### src/verilog/hrc_defs.vh
// Shared constants of the hub repeater control block.
`ifndef HRC_DEFS_VH
`define HRC_DEFS_VH
// ----------------------------------------
// Repeater states, one-hot
// ----------------------------------------
`define HRC_ST_WAIT_UP_START 4'h1
`define HRC_ST_REPEAT_DOWNWARD 4'h2
`define HRC_ST_WAIT_ANY_START 4'h4
`define HRC_ST_REPEAT_UPWARD 4'h8
// ----------------------------------------
// Defaults and timing
// ----------------------------------------
`define HRC_PORTS 4
`define HRC_EVT_WIDTH 8
`define HRC_FIFO_DEPTH 16
`define HRC_FS_BIT_CYCLES 4
`define HRC_RESET_PORT_SEL 4'h0
`endif

### src/verilog/hrc_fifo.v
// The event-log FIFO module is kept with the repeater logic in hrc_repeater.v.

### src/verilog/hrc_repeater.v
// Hub repeater control state machine with connectivity and port error outputs.
`timescale 1ns/1ps
`include "hrc_defs.vh"
// Overview of operation
// - Bus reset forces wait for upstream start.
// - Past EOF1, any-start wait narrows upstream.
// - EOF2 ends upward repeat to upstream wait.
// - Upstream end unlocked returns to upstream wait.
// - Upstream wait ignores downstream, no connectivity.
// - Upstream start in waits begins downward repeat.
// - Receiver resume enters downward repeat.
// - Downward repeat connects and transmits enabled ports.
// - Downstream end in upward repeat waits any.
// - Upstream end locked returns to any wait.
// - Receiver suspend enters any-start wait, except from upward repeat.
// - Any-start wait watches all enabled starts.
// - Downstream start enters upward repeat from port.
// - Upward repeat drives upstream, transmitter active.
// - EOF2 in upward repeat disables babbling port.
// - EOF1 upward sends full-speed end, stays.
// - EOF2 upstream wait, non-idle port errors.
// - High-speed end is OR of three.
// - Transmit end on idle-J; upstream end received.
// - EOF levels held; lock reports synchronisation.
// - Starts fire on idle-to-K after validation.
// - High-speed end waits for last buffered bit.
// - Full-speed end waits one J bit.
module hrc_repeater #(
	parameter PORTS = `HRC_PORTS,
	parameter FS_BIT_CYCLES = `HRC_FS_BIT_CYCLES,
	parameter EVT_DEPTH = `HRC_FIFO_DEPTH
) (
	input wire core_clk,
	input wire reset_n,
	input wire high_speed,
	input wire rx_bus_reset,
	input wire rx_suspend,
	input wire rx_resume,
	input wire eof1,
	input wire eof2,
	input wire timer_lock,
	input wire buffer_drained,
	input wire buffer_last_bit_sent,
	input wire send_resume_end,
	input wire interval_end,
	input wire receiver_interval_end,
	input wire send_idle_j,
	input wire up_eop_seen,
	input wire up_idle_to_k,
	input wire up_hs_packet_start,
	input wire [PORTS-1:0] port_enabled,
	input wire [PORTS-1:0] port_idle,
	input wire [PORTS-1:0] port_idle_to_k,
	input wire [PORTS-1:0] port_hs_packet_start,
	output reg [3:0] repeater_state,
	output reg connect_down,
	output reg connect_up,
	output reg [PORTS-1:0] connect_port,
	output reg [PORTS-1:0] port_transmit,
	output reg up_tx_active,
	output reg up_tx_fs_eop,
	output reg [PORTS-1:0] port_disable,
	output reg [PORTS-1:0] port_error,
	output wire evt_valid,
	input wire evt_ready,
	output wire [`HRC_EVT_WIDTH-1:0] evt_data,
	output wire evt_overflow
);
	// ----------------------------------------
	// Input synchronisers
	// ----------------------------------------
	localparam NIN = 16;
	wire [NIN-1:0] raw_in;
	reg [NIN-1:0] sync_a;
	reg [NIN-1:0] sync_b;
	reg [PORTS-1:0] pen_a, pen_b, pidle_a, pidle_b, pk_a, pk_b, phs_a, phs_b;
	assign raw_in = {up_hs_packet_start, high_speed, rx_bus_reset, rx_suspend, rx_resume,
		eof1, eof2, timer_lock, buffer_drained, buffer_last_bit_sent, send_resume_end,
		interval_end, receiver_interval_end, send_idle_j, up_eop_seen, up_idle_to_k};
	always @(posedge core_clk) begin
		if (!reset_n) begin
			sync_a <= {NIN{1'b0}};
			sync_b <= {NIN{1'b0}};
			pen_a <= {PORTS{1'b0}};
			pen_b <= {PORTS{1'b0}};
			pidle_a <= {PORTS{1'b1}};
			pidle_b <= {PORTS{1'b1}};
			pk_a <= {PORTS{1'b0}};
			pk_b <= {PORTS{1'b0}};
			phs_a <= {PORTS{1'b0}};
			phs_b <= {PORTS{1'b0}};
		end else begin
			sync_a <= raw_in;
			sync_b <= sync_a;
			pen_a <= port_enabled;
			pen_b <= pen_a;
			pidle_a <= port_idle;
			pidle_b <= pidle_a;
			pk_a <= port_idle_to_k;
			pk_b <= pk_a;
			phs_a <= port_hs_packet_start;
			phs_b <= phs_a;
		end
	end
	wire s_hs = sync_b[14];
	wire s_reset = sync_b[13];
	wire s_susp = sync_b[12];
	wire s_resume = sync_b[11];
	wire s_eof1 = sync_b[10];
	wire s_eof2 = sync_b[9];
	wire s_lock = sync_b[8];
	wire s_drained = sync_b[7];
	wire s_lastbit = sync_b[6];
	wire s_send_resume_end = sync_b[5];
	wire s_ie = sync_b[4];
	wire s_rx_ie = sync_b[3];
	wire s_idle_j = sync_b[2];
	wire s_up_eop = sync_b[1];
	wire s_up_k = sync_b[0] || sync_b[15];
	// The upstream start raw input is a level; only its rise is an event.
	reg up_k_d;
	reg idle_j_d;
	reg [PORTS-1:0] pk_d;
	reg resume_d;
	reg susp_d;
	reg eof1_d;
	reg eof2_d;
	// ----------------------------------------
	// Event formation
	// ----------------------------------------
	// High-speed end event, held until the last buffered bit is out.
	wire eor_exit = s_send_resume_end && s_ie;
	wire hs_packet_end_raw = s_drained || eor_exit || s_rx_ie;
	reg hs_end_pending;
	wire hs_packet_end = (hs_packet_end_raw || hs_end_pending) && s_lastbit;
	// Full-speed end: wait for J to be driven for a full bit time.
	reg [7:0] j_count;
	wire fs_end_done = (j_count == FS_BIT_CYCLES[7:0]);
	wire transmit_packet_end = s_hs ? hs_packet_end : fs_end_done;
	wire upstream_packet_end = s_hs ? (hs_packet_end && s_up_eop) : (fs_end_done && s_up_eop);
	wire start_from_above = s_up_k && !up_k_d;
	wire [PORTS-1:0] below_level = pk_b | phs_b;
	wire [PORTS-1:0] below_start = below_level & ~pk_d & pen_b;
	wire start_from_below = |below_start;
	wire resume_rise = s_resume && !resume_d;
	wire susp_rise = s_susp && !susp_d;
	wire eof1_rise = s_eof1 && !eof1_d;
	wire eof2_rise = s_eof2 && !eof2_d;
	// Lowest numbered port wins when several start together.
	reg [PORTS-1:0] first_below;
	integer i;
	always @* begin
		first_below = {PORTS{1'b0}};
		for (i = PORTS - 1; i >= 0; i = i - 1) begin
			if (below_start[i]) begin
				first_below = {PORTS{1'b0}};
				first_below[i] = 1'b1;
			end
		end
	end
	// ----------------------------------------
	// State machine
	// ----------------------------------------
	localparam ST_WU = `HRC_ST_WAIT_UP_START;
	localparam ST_RD = `HRC_ST_REPEAT_DOWNWARD;
	localparam ST_WA = `HRC_ST_WAIT_ANY_START;
	localparam ST_RU = `HRC_ST_REPEAT_UPWARD;
	reg [3:0] next_state;
	always @* begin
		next_state = repeater_state;
		case (repeater_state)
			ST_WU: begin
				// Downstream activity is never looked at here.
				if (resume_rise || start_from_above) begin
					next_state = ST_RD;
				end else if (susp_rise) begin
					next_state = ST_WA;
				end
			end
			ST_RD: begin
				if (susp_rise) begin
					next_state = ST_WA;
				end else if (upstream_packet_end) begin
					next_state = s_lock ? ST_WA : ST_WU;
				end
			end
			ST_WA: begin
				if (resume_rise || start_from_above) begin
					next_state = ST_RD;
				end else if (s_eof1) begin
					next_state = ST_WU;
				end else if (start_from_below) begin
					next_state = ST_RU;
				end
			end
			ST_RU: begin
				if (s_eof2) begin
					next_state = ST_WU;
				end else if (resume_rise) begin
					next_state = ST_RD;
				end else if (transmit_packet_end) begin
					next_state = ST_WA;
				end
			end
			default: begin
				next_state = ST_WU;
			end
		endcase
		if (s_reset) begin
			next_state = ST_WU;
		end
	end
	// ----------------------------------------
	// Registered state, connectivity and errors
	// ----------------------------------------
	wire enter_rd = (next_state == ST_RD) && (repeater_state != ST_RD);
	wire enter_ru = (next_state == ST_RU) && (repeater_state != ST_RU);
	wire babble = (repeater_state == ST_RU) && eof2_rise;
	wire [PORTS-1:0] idle_err = (repeater_state == ST_WU && eof2_rise) ?
		(pen_b & ~pidle_b) : {PORTS{1'b0}};
	always @(posedge core_clk) begin
		if (!reset_n) begin
			repeater_state <= ST_WU;
			connect_down <= 1'b0;
			connect_up <= 1'b0;
			connect_port <= {PORTS{1'b0}};
			port_transmit <= {PORTS{1'b0}};
			up_tx_active <= 1'b0;
			up_tx_fs_eop <= 1'b0;
			port_disable <= {PORTS{1'b0}};
			port_error <= {PORTS{1'b0}};
			hs_end_pending <= 1'b0;
			j_count <= 8'h00;
			up_k_d <= 1'b0;
			idle_j_d <= 1'b0;
			pk_d <= {PORTS{1'b0}};
			resume_d <= 1'b0;
			susp_d <= 1'b0;
			eof1_d <= 1'b0;
			eof2_d <= 1'b0;
		end else begin
			repeater_state <= next_state;
			up_k_d <= s_up_k;
			idle_j_d <= s_idle_j;
			pk_d <= below_level;
			resume_d <= s_resume;
			susp_d <= s_susp;
			eof1_d <= s_eof1;
			eof2_d <= s_eof2;
			connect_down <= (next_state == ST_RD);
			connect_up <= (next_state == ST_RU);
			if (enter_ru) begin
				connect_port <= first_below;
			end else if (next_state != ST_RU) begin
				connect_port <= {PORTS{1'b0}};
			end
			if (enter_rd) begin
				port_transmit <= pen_b;
			end else if (next_state != ST_RD) begin
				port_transmit <= {PORTS{1'b0}};
			end
			up_tx_active <= (next_state == ST_RU);
			// The host's hub would disable us if we still drove at EOF2.
			if (repeater_state == ST_RU && eof1_rise) begin
				up_tx_fs_eop <= 1'b1;
			end else if (next_state != ST_RU) begin
				up_tx_fs_eop <= 1'b0;
			end
			if (babble) begin
				port_disable <= port_disable | connect_port;
			end
			port_error <= port_error | idle_err | (babble ? connect_port : {PORTS{1'b0}});
			// Ports that software has disabled lose their sticky flags.
			if (!(babble) && !(|idle_err)) begin
				port_disable <= port_disable & pen_b;
				port_error <= port_error & pen_b;
			end
			if (hs_packet_end) begin
				hs_end_pending <= 1'b0;
			end else if (hs_packet_end_raw) begin
				hs_end_pending <= 1'b1;
			end
			if (s_idle_j && !idle_j_d) begin
				j_count <= 8'h01;
			end else if (s_idle_j && j_count != 8'h00 && !fs_end_done) begin
				j_count <= j_count + 8'h01;
			end else begin
				j_count <= 8'h00;
			end
		end
	end
	// ----------------------------------------
	// Event log of state changes
	// ----------------------------------------
	// A full log drops entries rather than stalling the repeater; the drop is flagged.
	wire log_ready;
	wire log_valid = (next_state != repeater_state);
	reg overflow;
	assign evt_overflow = overflow;
	always @(posedge core_clk) begin
		if (!reset_n) begin
			overflow <= 1'b0;
		end else if (log_valid && !log_ready) begin
			overflow <= 1'b1;
		end
	end
	hrc_fifo #(
		.WIDTH(`HRC_EVT_WIDTH),
		.DEPTH(EVT_DEPTH),
		.AW(4)
	) u_log (
		.core_clk(core_clk),
		.reset_n(reset_n),
		.in_valid(log_valid),
		.in_ready(log_ready),
		.in_data({repeater_state, next_state}),
		.out_valid(evt_valid),
		.out_ready(evt_ready),
		.out_data(evt_data)
	);
endmodule

module hrc_fifo #(
	parameter WIDTH = 8,
	parameter DEPTH = 16,
	parameter AW = 4
) (
	input wire core_clk,
	input wire reset_n,
	input wire in_valid,
	output wire in_ready,
	input wire [WIDTH-1:0] in_data,
	output wire out_valid,
	input wire out_ready,
	output reg [WIDTH-1:0] out_data
);
	reg [WIDTH-1:0] mem [0:DEPTH-1];
	reg [AW-1:0] wr_ptr;
	reg [AW-1:0] rd_ptr;
	reg [AW:0] count;
	reg have_out;
	wire do_wr;
	wire do_rd;
	wire load_out;
	wire [AW+1:0] fill;
	// The output register is one of the DEPTH places, so the log never holds more.
	assign fill = {1'b0, count} + {{(AW+1){1'b0}}, have_out};
	assign in_ready = (fill < DEPTH[AW+1:0]);
	assign do_wr = in_valid && in_ready;
	assign load_out = (count != {(AW+1){1'b0}}) && (!have_out || out_ready);
	assign do_rd = load_out;
	assign out_valid = have_out;
	always @(posedge core_clk) begin
		if (!reset_n) begin
			wr_ptr <= {AW{1'b0}};
			rd_ptr <= {AW{1'b0}};
			count <= {(AW+1){1'b0}};
			have_out <= 1'b0;
			out_data <= {WIDTH{1'b0}};
		end else begin
			if (do_wr) begin
				mem[wr_ptr] <= in_data;
				wr_ptr <= wr_ptr + 1'b1;
			end
			if (do_rd) begin
				out_data <= mem[rd_ptr];
				rd_ptr <= rd_ptr + 1'b1;
			end
			if (do_wr && !do_rd) begin
				count <= count + 1'b1;
			end else if (do_rd && !do_wr) begin
				count <= count - 1'b1;
			end
			if (load_out) begin
				have_out <= 1'b1;
			end else if (out_ready) begin
				have_out <= 1'b0;
			end
		end
	end
endmodule

### config.mk
export PLATFORM = sky130hd
export DESIGN_NAME = hrc_repeater
export DESIGN_NICKNAME = d
export VERILOG_FILES = /design/src/verilog/hrc_fifo.v /design/src/verilog/hrc_repeater.v
export VERILOG_INCLUDE_DIRS = /design/src /design/src/verilog
export SDC_FILE = /design/constraint.sdc
export NUM_CORES = 1
export LEC_CHECK = 0
export ABC_AREA = 0
export ABC_CLOCK_PERIOD_IN_PS = 4900
export BUFFER_PORTS_ARGS = -buffer_cell sky130_fd_sc_hd__buf_4
export CORE_ASPECT_RATIO = 1.4
export CORE_UTILIZATION = 60
export DETAILED_ROUTE_END_ITERATION = 6
export GPL_TIMING_DRIVEN = 0
export PLACE_DENSITY = 0.79
export SLEW_MARGIN = 20
export SYNTH_ARGS = -nofsm -noshare
export SYNTH_HDL_FRONTEND = slang
export SYNTH_HIERARCHICAL = 1
export SYNTH_SLANG_ARGS = --single-unit
### constraint.sdc
create_clock -name core_clk -period 4.9 [get_ports core_clk]
set_input_delay 0.49 -clock core_clk [delete_from_list [all_inputs] [get_ports core_clk]]
set_output_delay 0.49 -clock core_clk [all_outputs]
set_load 0.02 [all_outputs]
=== Yosys cells after proc, flatten, opt, wreduce, memory -nomap -nowiden ===
Memories as Yosys holds them, arrays and structs flattened. A register that Yosys moved wholly into a read port is not among the register bits.
Index checks and enable logic that the tools add are counted.

* Bitwise logic cells: 13
* Add/subtract/negate cells: 6
* Eq/ne operators: 12
* Mux-type cells: 39
* Reductions and logical operators: 55
* Magnitude comparators: 1

{| class="wikitable"
|+ Operators with widths
! operator !! number
|-
| $mux W4 || 24
|-
| $logic_and A1 B1 Y1 || 23
|-
| $and A4 B4 Y4 || 5
|-
| $or A4 B4 Y4 || 4
|-
| $pmux W4 S4 || 1
|-
| $logic_not A1 Y1 || 14
|-
| $reduce_bool A2 Y1 || 6
|-
| $mux W1 || 11
|-
| $mux W5 || 2
|-
| $add A4 B1 Y4 const B || 2
|-
| $add A8 B1 Y8 const B || 1
|-
| $eq A4 B2 Y1 const B || 2
|-
| $eq A4 B4 Y1 const B || 2
|-
| $eq A8 B3 Y1 const B || 1
|-
| $ne A4 B2 Y1 const B || 2
|-
| $ne A4 B4 Y1 const B || 2
|-
| $not A4 Y4 || 2
|-
| $reduce_bool A8 Y1 || 1
|-
| $reduce_or A4 Y1 || 2
|-
| $add A5 B1 Y6 || 1
|-
| $logic_or A1 B1 Y1 || 6
|-
| $lt A6 B5 Y1 const B || 1
|-
| $add A5 B1 Y5 const B || 1
|-
| $reduce_bool A5 Y1 || 1
|-
| 8 further kinds || 9
|}

* Memories: 1
* Flip-flop bits (word level): 121
* Output and inout port bits: 34
* RAM bits: 128
* Bits of input ports: 35

{| class="wikitable"
|+ Memories
! name !! words !! width !! read ports !! clocked after memory_dff !! write ports !! line !! RTL
|-
| u_log.mem || 16 || 8 || 1 || 1 || 1 || hrc_repeater.v:337 || <nowiki>reg [WIDTH-1:0] mem [0:DEPTH-1];</nowiki>
|}

=== Depth between registers and ports, before layout ===
* Depth after elaboration: 17
* Mapped depth: 18
* Depth with buffers taken out: 18

=== By module ===
Netlist, hierarchy kept.

{| class="wikitable"
|+ By module, submodules not included
! module !! times used !! area an instance (µm²) !! cells an instance
|-
| hrc_fifo || 1 || 6022.0 || 368
|-
| hrc_repeater || 1 || 3784.9 || 378
|}

=== Worst setup path after synthesis ===
OpenSTA, ideal clock, no wires.

* Path kind: register -> register
* Start point: register repeater_state[3]
* End point: register u_log.count[4]
* Period minus slack after synthesis: 4.373 ns
* Stages on the path, launching flop included: 17
* Data arrival time: 4.301 ns
* Setup slack: 0.527 ns
* Path buffers: 2
* Library setup time: 0.072 ns
* Cells stage by stage: dfxtp_1 -> buf_4 -> or4b_1 -> buf_2 -> a221oi_4 -> mux2_4 -> o221a_1 -> nand3_1 -> inv_1 -> a311oi_4 -> ha_1 -> inv_1 -> ha_1 -> a21o_1 -> a21oi_1 -> mux2i_1 -> mux2i_1

* Longest elaborated chain between the ends: 10

{| class="wikitable"
|+ Ends and longest elaborated chain
! item !! line !! RTL
|-
| start, declared || hrc_repeater.v:55 || <nowiki>output reg [3:0] repeater_state,</nowiki>
|-
| start signal, assigned || hrc_repeater.v:242 || <nowiki>repeater_state <= next_state;</nowiki>
|-
| $mux W4, on equally long branches || hrc_repeater.v:201, hrc_repeater.v:192 ||
|-
| $mux W4, on equally long branches || hrc_repeater.v:199, hrc_repeater.v:190 ||
|-
| $mux W4, on equally long branches || hrc_repeater.v:197, hrc_repeater.v:188 ||
|-
| $pmux W4 S4 || hrc_repeater.v:171 || <nowiki>case (repeater_state)</nowiki>
|-
| $mux W4 || hrc_repeater.v:209 || <nowiki>if (s_reset) begin</nowiki>
|-
| $ne A4 B4 Y1 (*) || hrc_repeater.v:297 || <nowiki>wire log_valid = (next_state != repeater_state);</nowiki>
|-
| net log_valid || hrc_repeater.v:297 ||
|-
| $logic_and A1 B1 Y1 (*) || hrc_repeater.v:349 || <nowiki>assign do_wr = in_valid && in_ready;</nowiki>
|-
| net u_log.do_wr || hrc_repeater.v:342 || <nowiki>wire do_wr;</nowiki>
|-
| $logic_not A1 Y1 || hrc_repeater.v:371 || <nowiki>end else if (do_rd && !do_wr) begin</nowiki>
|-
| $logic_and A1 B1 Y1 || hrc_repeater.v:371 ||
|-
| $reduce_bool A2 Y1 (no source line) || n/a ||
|-
| end signal, assigned || hrc_repeater.v:357 || <nowiki>count <= {(AW+1){1'b0}};</nowiki>
|-
| end signal, assigned || hrc_repeater.v:370 || <nowiki>count <= count + 1'b1;</nowiki>
|-
| end signal, assigned || hrc_repeater.v:372 || <nowiki>count <= count - 1'b1;</nowiki>
|-
| end, declared || hrc_repeater.v:340 || <nowiki>reg [AW:0] count;</nowiki>
|}

The timed path passes the listed nets; every way through them passes the cells marked *.
A chain may end at the register's enable or synchronous reset.

=== Worst setup path in the final report ===
Ends and elaborated chain as after synthesis.

==> results.sh <==
export IMPL_status="finished, final reports clean"
export IMPL_critPathLaunchType="register"
export IMPL_synth_area_per_cell_sq_um=13.15
export IMPL_die_h_um=153.3
export IMPL_seq_area_frac_synth_pct=65.53
export IMPL_portBuffers=68
export IMPL_drive_gt1_share_pct=17.58
export IMPL_worstPathArrival_ns=4.96
export IMPL_syn_inst=746
export IMPL_fin_util_pct=72.02
export IMPL_pre_cts_ws_ns=-0.3437
export IMPL_antenna_cells=0
export IMPL_detail_route_antenna_nets=0
export IMPL_met1Wirelength_um=7531
export IMPL_synthesis_nets=794
export IMPL_mostFrequentLayoutCells="128 x edfxtp_1, 126 x dfxtp_1, 79 x and2_1, 72 x buf_4, 40 x nor2_1"
export IMPL_ys_types=61
export IMPL_yosys_area_top_type_share_pct=39.19
export IMPL_multi_input_area_sq_um=3161
export IMPL_fin_crit_sh_pct=92.24
export IMPL_grt_total_usage_pct=25.72
export IMPL_dr_wl_met3_um=1008
export IMPL_clockRootBuffer="clkbuf_16"
export IMPL_die_area_sq_um=16870
export IMPL_crit_slowest_cell="dfxtp_2"
export IMPL_p_leak_nw=4.134
export IMPL_syn_area_sq_um=9807
export IMPL_fin_skew_ns=0.01374
export IMPL_drv_cap=0
export IMPL_finalHoldViolations=0
export IMPL_grt_pass1_vias=6412
export IMPL_synth_edf_count=128
export IMPL_critical_path_class="register to register"
export IMPL_boundaryPins=69
export IMPL_fill_cells=1080
export IMPL_crit_family="compound AO/OA/AOI/OAI gates"
export IMPL_min_path_type="input port to register"
export IMPL_cp_cell_sequence="buf_4 -> or4b_1 -> buf_2 -> a221oi_4 -> mux2_4 -> o221a_1 -> nand3_1 -> inv_1 -> a311oi_4 -> ha_1 -> inv_1 -> ha_1 -> a21o_1 -> a21oi_1 -> mux2i_1 -> mux2i_1"
export IMPL_worst_hold_path_num_cells=2
export IMPL_postPlaceCellArea_sq_um=10580
export IMPL_cts_buffer_depth=3
export IMPL_rsz0062_at_grt="no"
export IMPL_finalSetupViolations=0
export IMPL_async_flop_share_pct=0
export IMPL_numCtsBuffers=24
export IMPL_core_sq_um=15810
export IMPL_rr_worst_depth=16
export IMPL_hold_ws_ns=0.1593
export IMPL_antenna_found_initial=0
export IMPL_cp_depth=16
export IMPL_relSlewSlack_pct=41.52
export IMPL_cts_tree="built"
export IMPL_highest_layer="met4"
export IMPL_cp_num_buf_inv=4
export IMPL_insertion_delay_ns=0.52
export IMPL_ys_warn_count=6
export IMPL_final_nets=889
export IMPL_peakVddDrop_mv=0.4472
export IMPL_drt_wl_total_um=20950
export IMPL_cts_sinks=257
export IMPL_gr_total_overflow=0
export IMPL_wl_met2_um=11540
export IMPL_synth_largest_area_cell="edfxtp_1"
export IMPL_cts_hold_buf=0
export IMPL_vias=6152
export IMPL_fin_crit_ns=4.520
export IMPL_grt_pass1_wl_um=32730
export IMPL_drtIter0Drc=483
export IMPL_ys_ff_latch=257
export IMPL_worstPathMaxFanout=18
export IMPL_rows=54
export IMPL_worst_pin_slew_ns=0.8740
export IMPL_grt_start_max_net_pins=27
export IMPL_maxSlewViolCount=0
export IMPL_fmax_mhz=221.3
export IMPL_route_detailed_drc=0
export IMPL_htree_num_levels=1
export IMPL_final_area_sq_um=11390
export IMPL_layout_setup_ws_ns=0.3805
export IMPL_die_w_um=110.1
export IMPL_dr_pass1_iters=5
export IMPL_power_density_nw_per_um2=475.6
export IMPL_path_clk_slew_ns=0.06
export IMPL_vias_per_cell=5.831
export IMPL_cpPeakStageDelay_ns=0.58
export IMPL_finalPower_mw=5.415
export IMPL_initial_core_util_pct=62.03
export IMPL_endpoint_kind="register"
export IMPL_wl_per_cell_um=19.86
export IMPL_final_common_cell="edfxtp_1"
export IMPL_synth_area_leaders="edfxtp_1 39%, dfxtp_1 26%, and2_1 5.0%, mux4_2 3.7%, mux2i_1 3.6%"
export IMPL_dpl_hpwl_um=14470
export IMPL_regArea_sq_um=6430
export IMPL_synth_flop_cell="dfxtp_1"
export IMPL_worst_endpoint_required_ns=5.34
export IMPL_area_delta_synth_final_pct=16.10
export IMPL_gp_congestion=0.8545
==> metrics by stage <==
stage	setup TNS, ns	std cells
2_1_floorplan	0	746
3_3_place_gp	-4.936	1010
3_5_place_dp	-3.437	1010
4_1_cts	0	1054
5_1_grt	0	1055
6_report	0	1055
==> cell families (layout without fill, tap and decap cells) <==
family	Yosys count	count (layout)	share of synthesized area (%)
multiplexers	52	52	7.400
XOR/XNOR	16	16	1.429
AO/OA/AOI/OAI	112	112	7.668
AND/OR/NAND/NOR	239	239	13.72
flip-flops	257	257	65.53
adder cells (fa/ha/maj)	13	13	1.735
buffers and inverters	57	170	2.526
==> final timing paths <==
kind / start / to / slack (ns)
worst min register to register: pidle_a[3] / pidle_b[3] / 0.41
worst max register to register: repeater_state[3] / u_log/count[4] / 0.38
worst min-delay path: port_idle[1] / pidle_a[1] / 0.16
worst max-delay path: repeater_state[3] / u_log/count[4] / 0.38
==> area by class of cell <==
cell class / count / share of cell area [%]
flip-flops and latches: 257 / 56.47
clock buffers: 32 / 5.901
plain buffers: 35 / 1.451
well taps: 196 / 2.154
clock inverters: 12 / 0.9890
repair buffers: 69 / 4.549
multi-input cells: 432 / 27.76
inverters: 22 / 0.7253
==> state kept, by name, summed over array words and instances (netlist names), 4 cells and up <==
name,flops
sync_a,16
u_log/count,5
connect_port,4
pk_d,4
pk_b,4
u_log/wr_ptr,4
pidle_a,4
phs_a,4
pidle_b,4
u_log/out_data,8
pen_b,4
port_transmit,4
phs_b,4
j_count,8
repeater_state,4
port_error,4
u_log/rd_ptr,4
pen_a,4
port_disable,4
sync_b,16
u_log/mem,128
pk_a,4
==> synthesized netlist by cell type (2+ instances only) <==
cell type and count:
or3_1 4, o21a_1 4, o22ai_1 16, nor2_1 40, or4b_1 3, nand2_1 21, o31ai_1 2, nand2b_1 19
mux2i_1 35, xor2_1 8, a21boi_0 5, and3_1 4, edfxtp_1 128, clkbuf_1 21, mux4_2 16, nor3_1 16
dfxtp_1 129, nand3_1 18, or2_2 3, o211ai_1 3, nand3b_1 2, a21oi_1 24, and2_1 79, buf_1 3
a211oi_1 3, buf_6 2, nor3b_1 4, o32ai_1 2, ha_1 12, nor2b_1 15, buf_2 6, inv_1 21
nand4_1 2, buf_4 3, a31oi_1 2, a22oi_1 14, xnor2_1 8, o21ai_0 26
==> per-layer routing <==
layer	up-vias	GRT usage, %
met2	212	47.53
met3	47	3.369
met4	0	12.89
met1	3018	27.93
li1	2875	-
met5	-	0
==> timing repair <==
action,in CTS,in global routing
gates resized for setup,3,2
pin swaps,0,1
setup endpoints to repair,107,2
buffers inserted,0,1
==> power breakdown <==
group	internal [mW]	leakage (nW)	switching, mW	total (mW)
registers	2.40	2.22	0.0935	2.50
clock network	1.07	0.385	0.762	1.83
logic	0.463	1.53	0.624	1.09
Power figures use the tool's default switching activity.
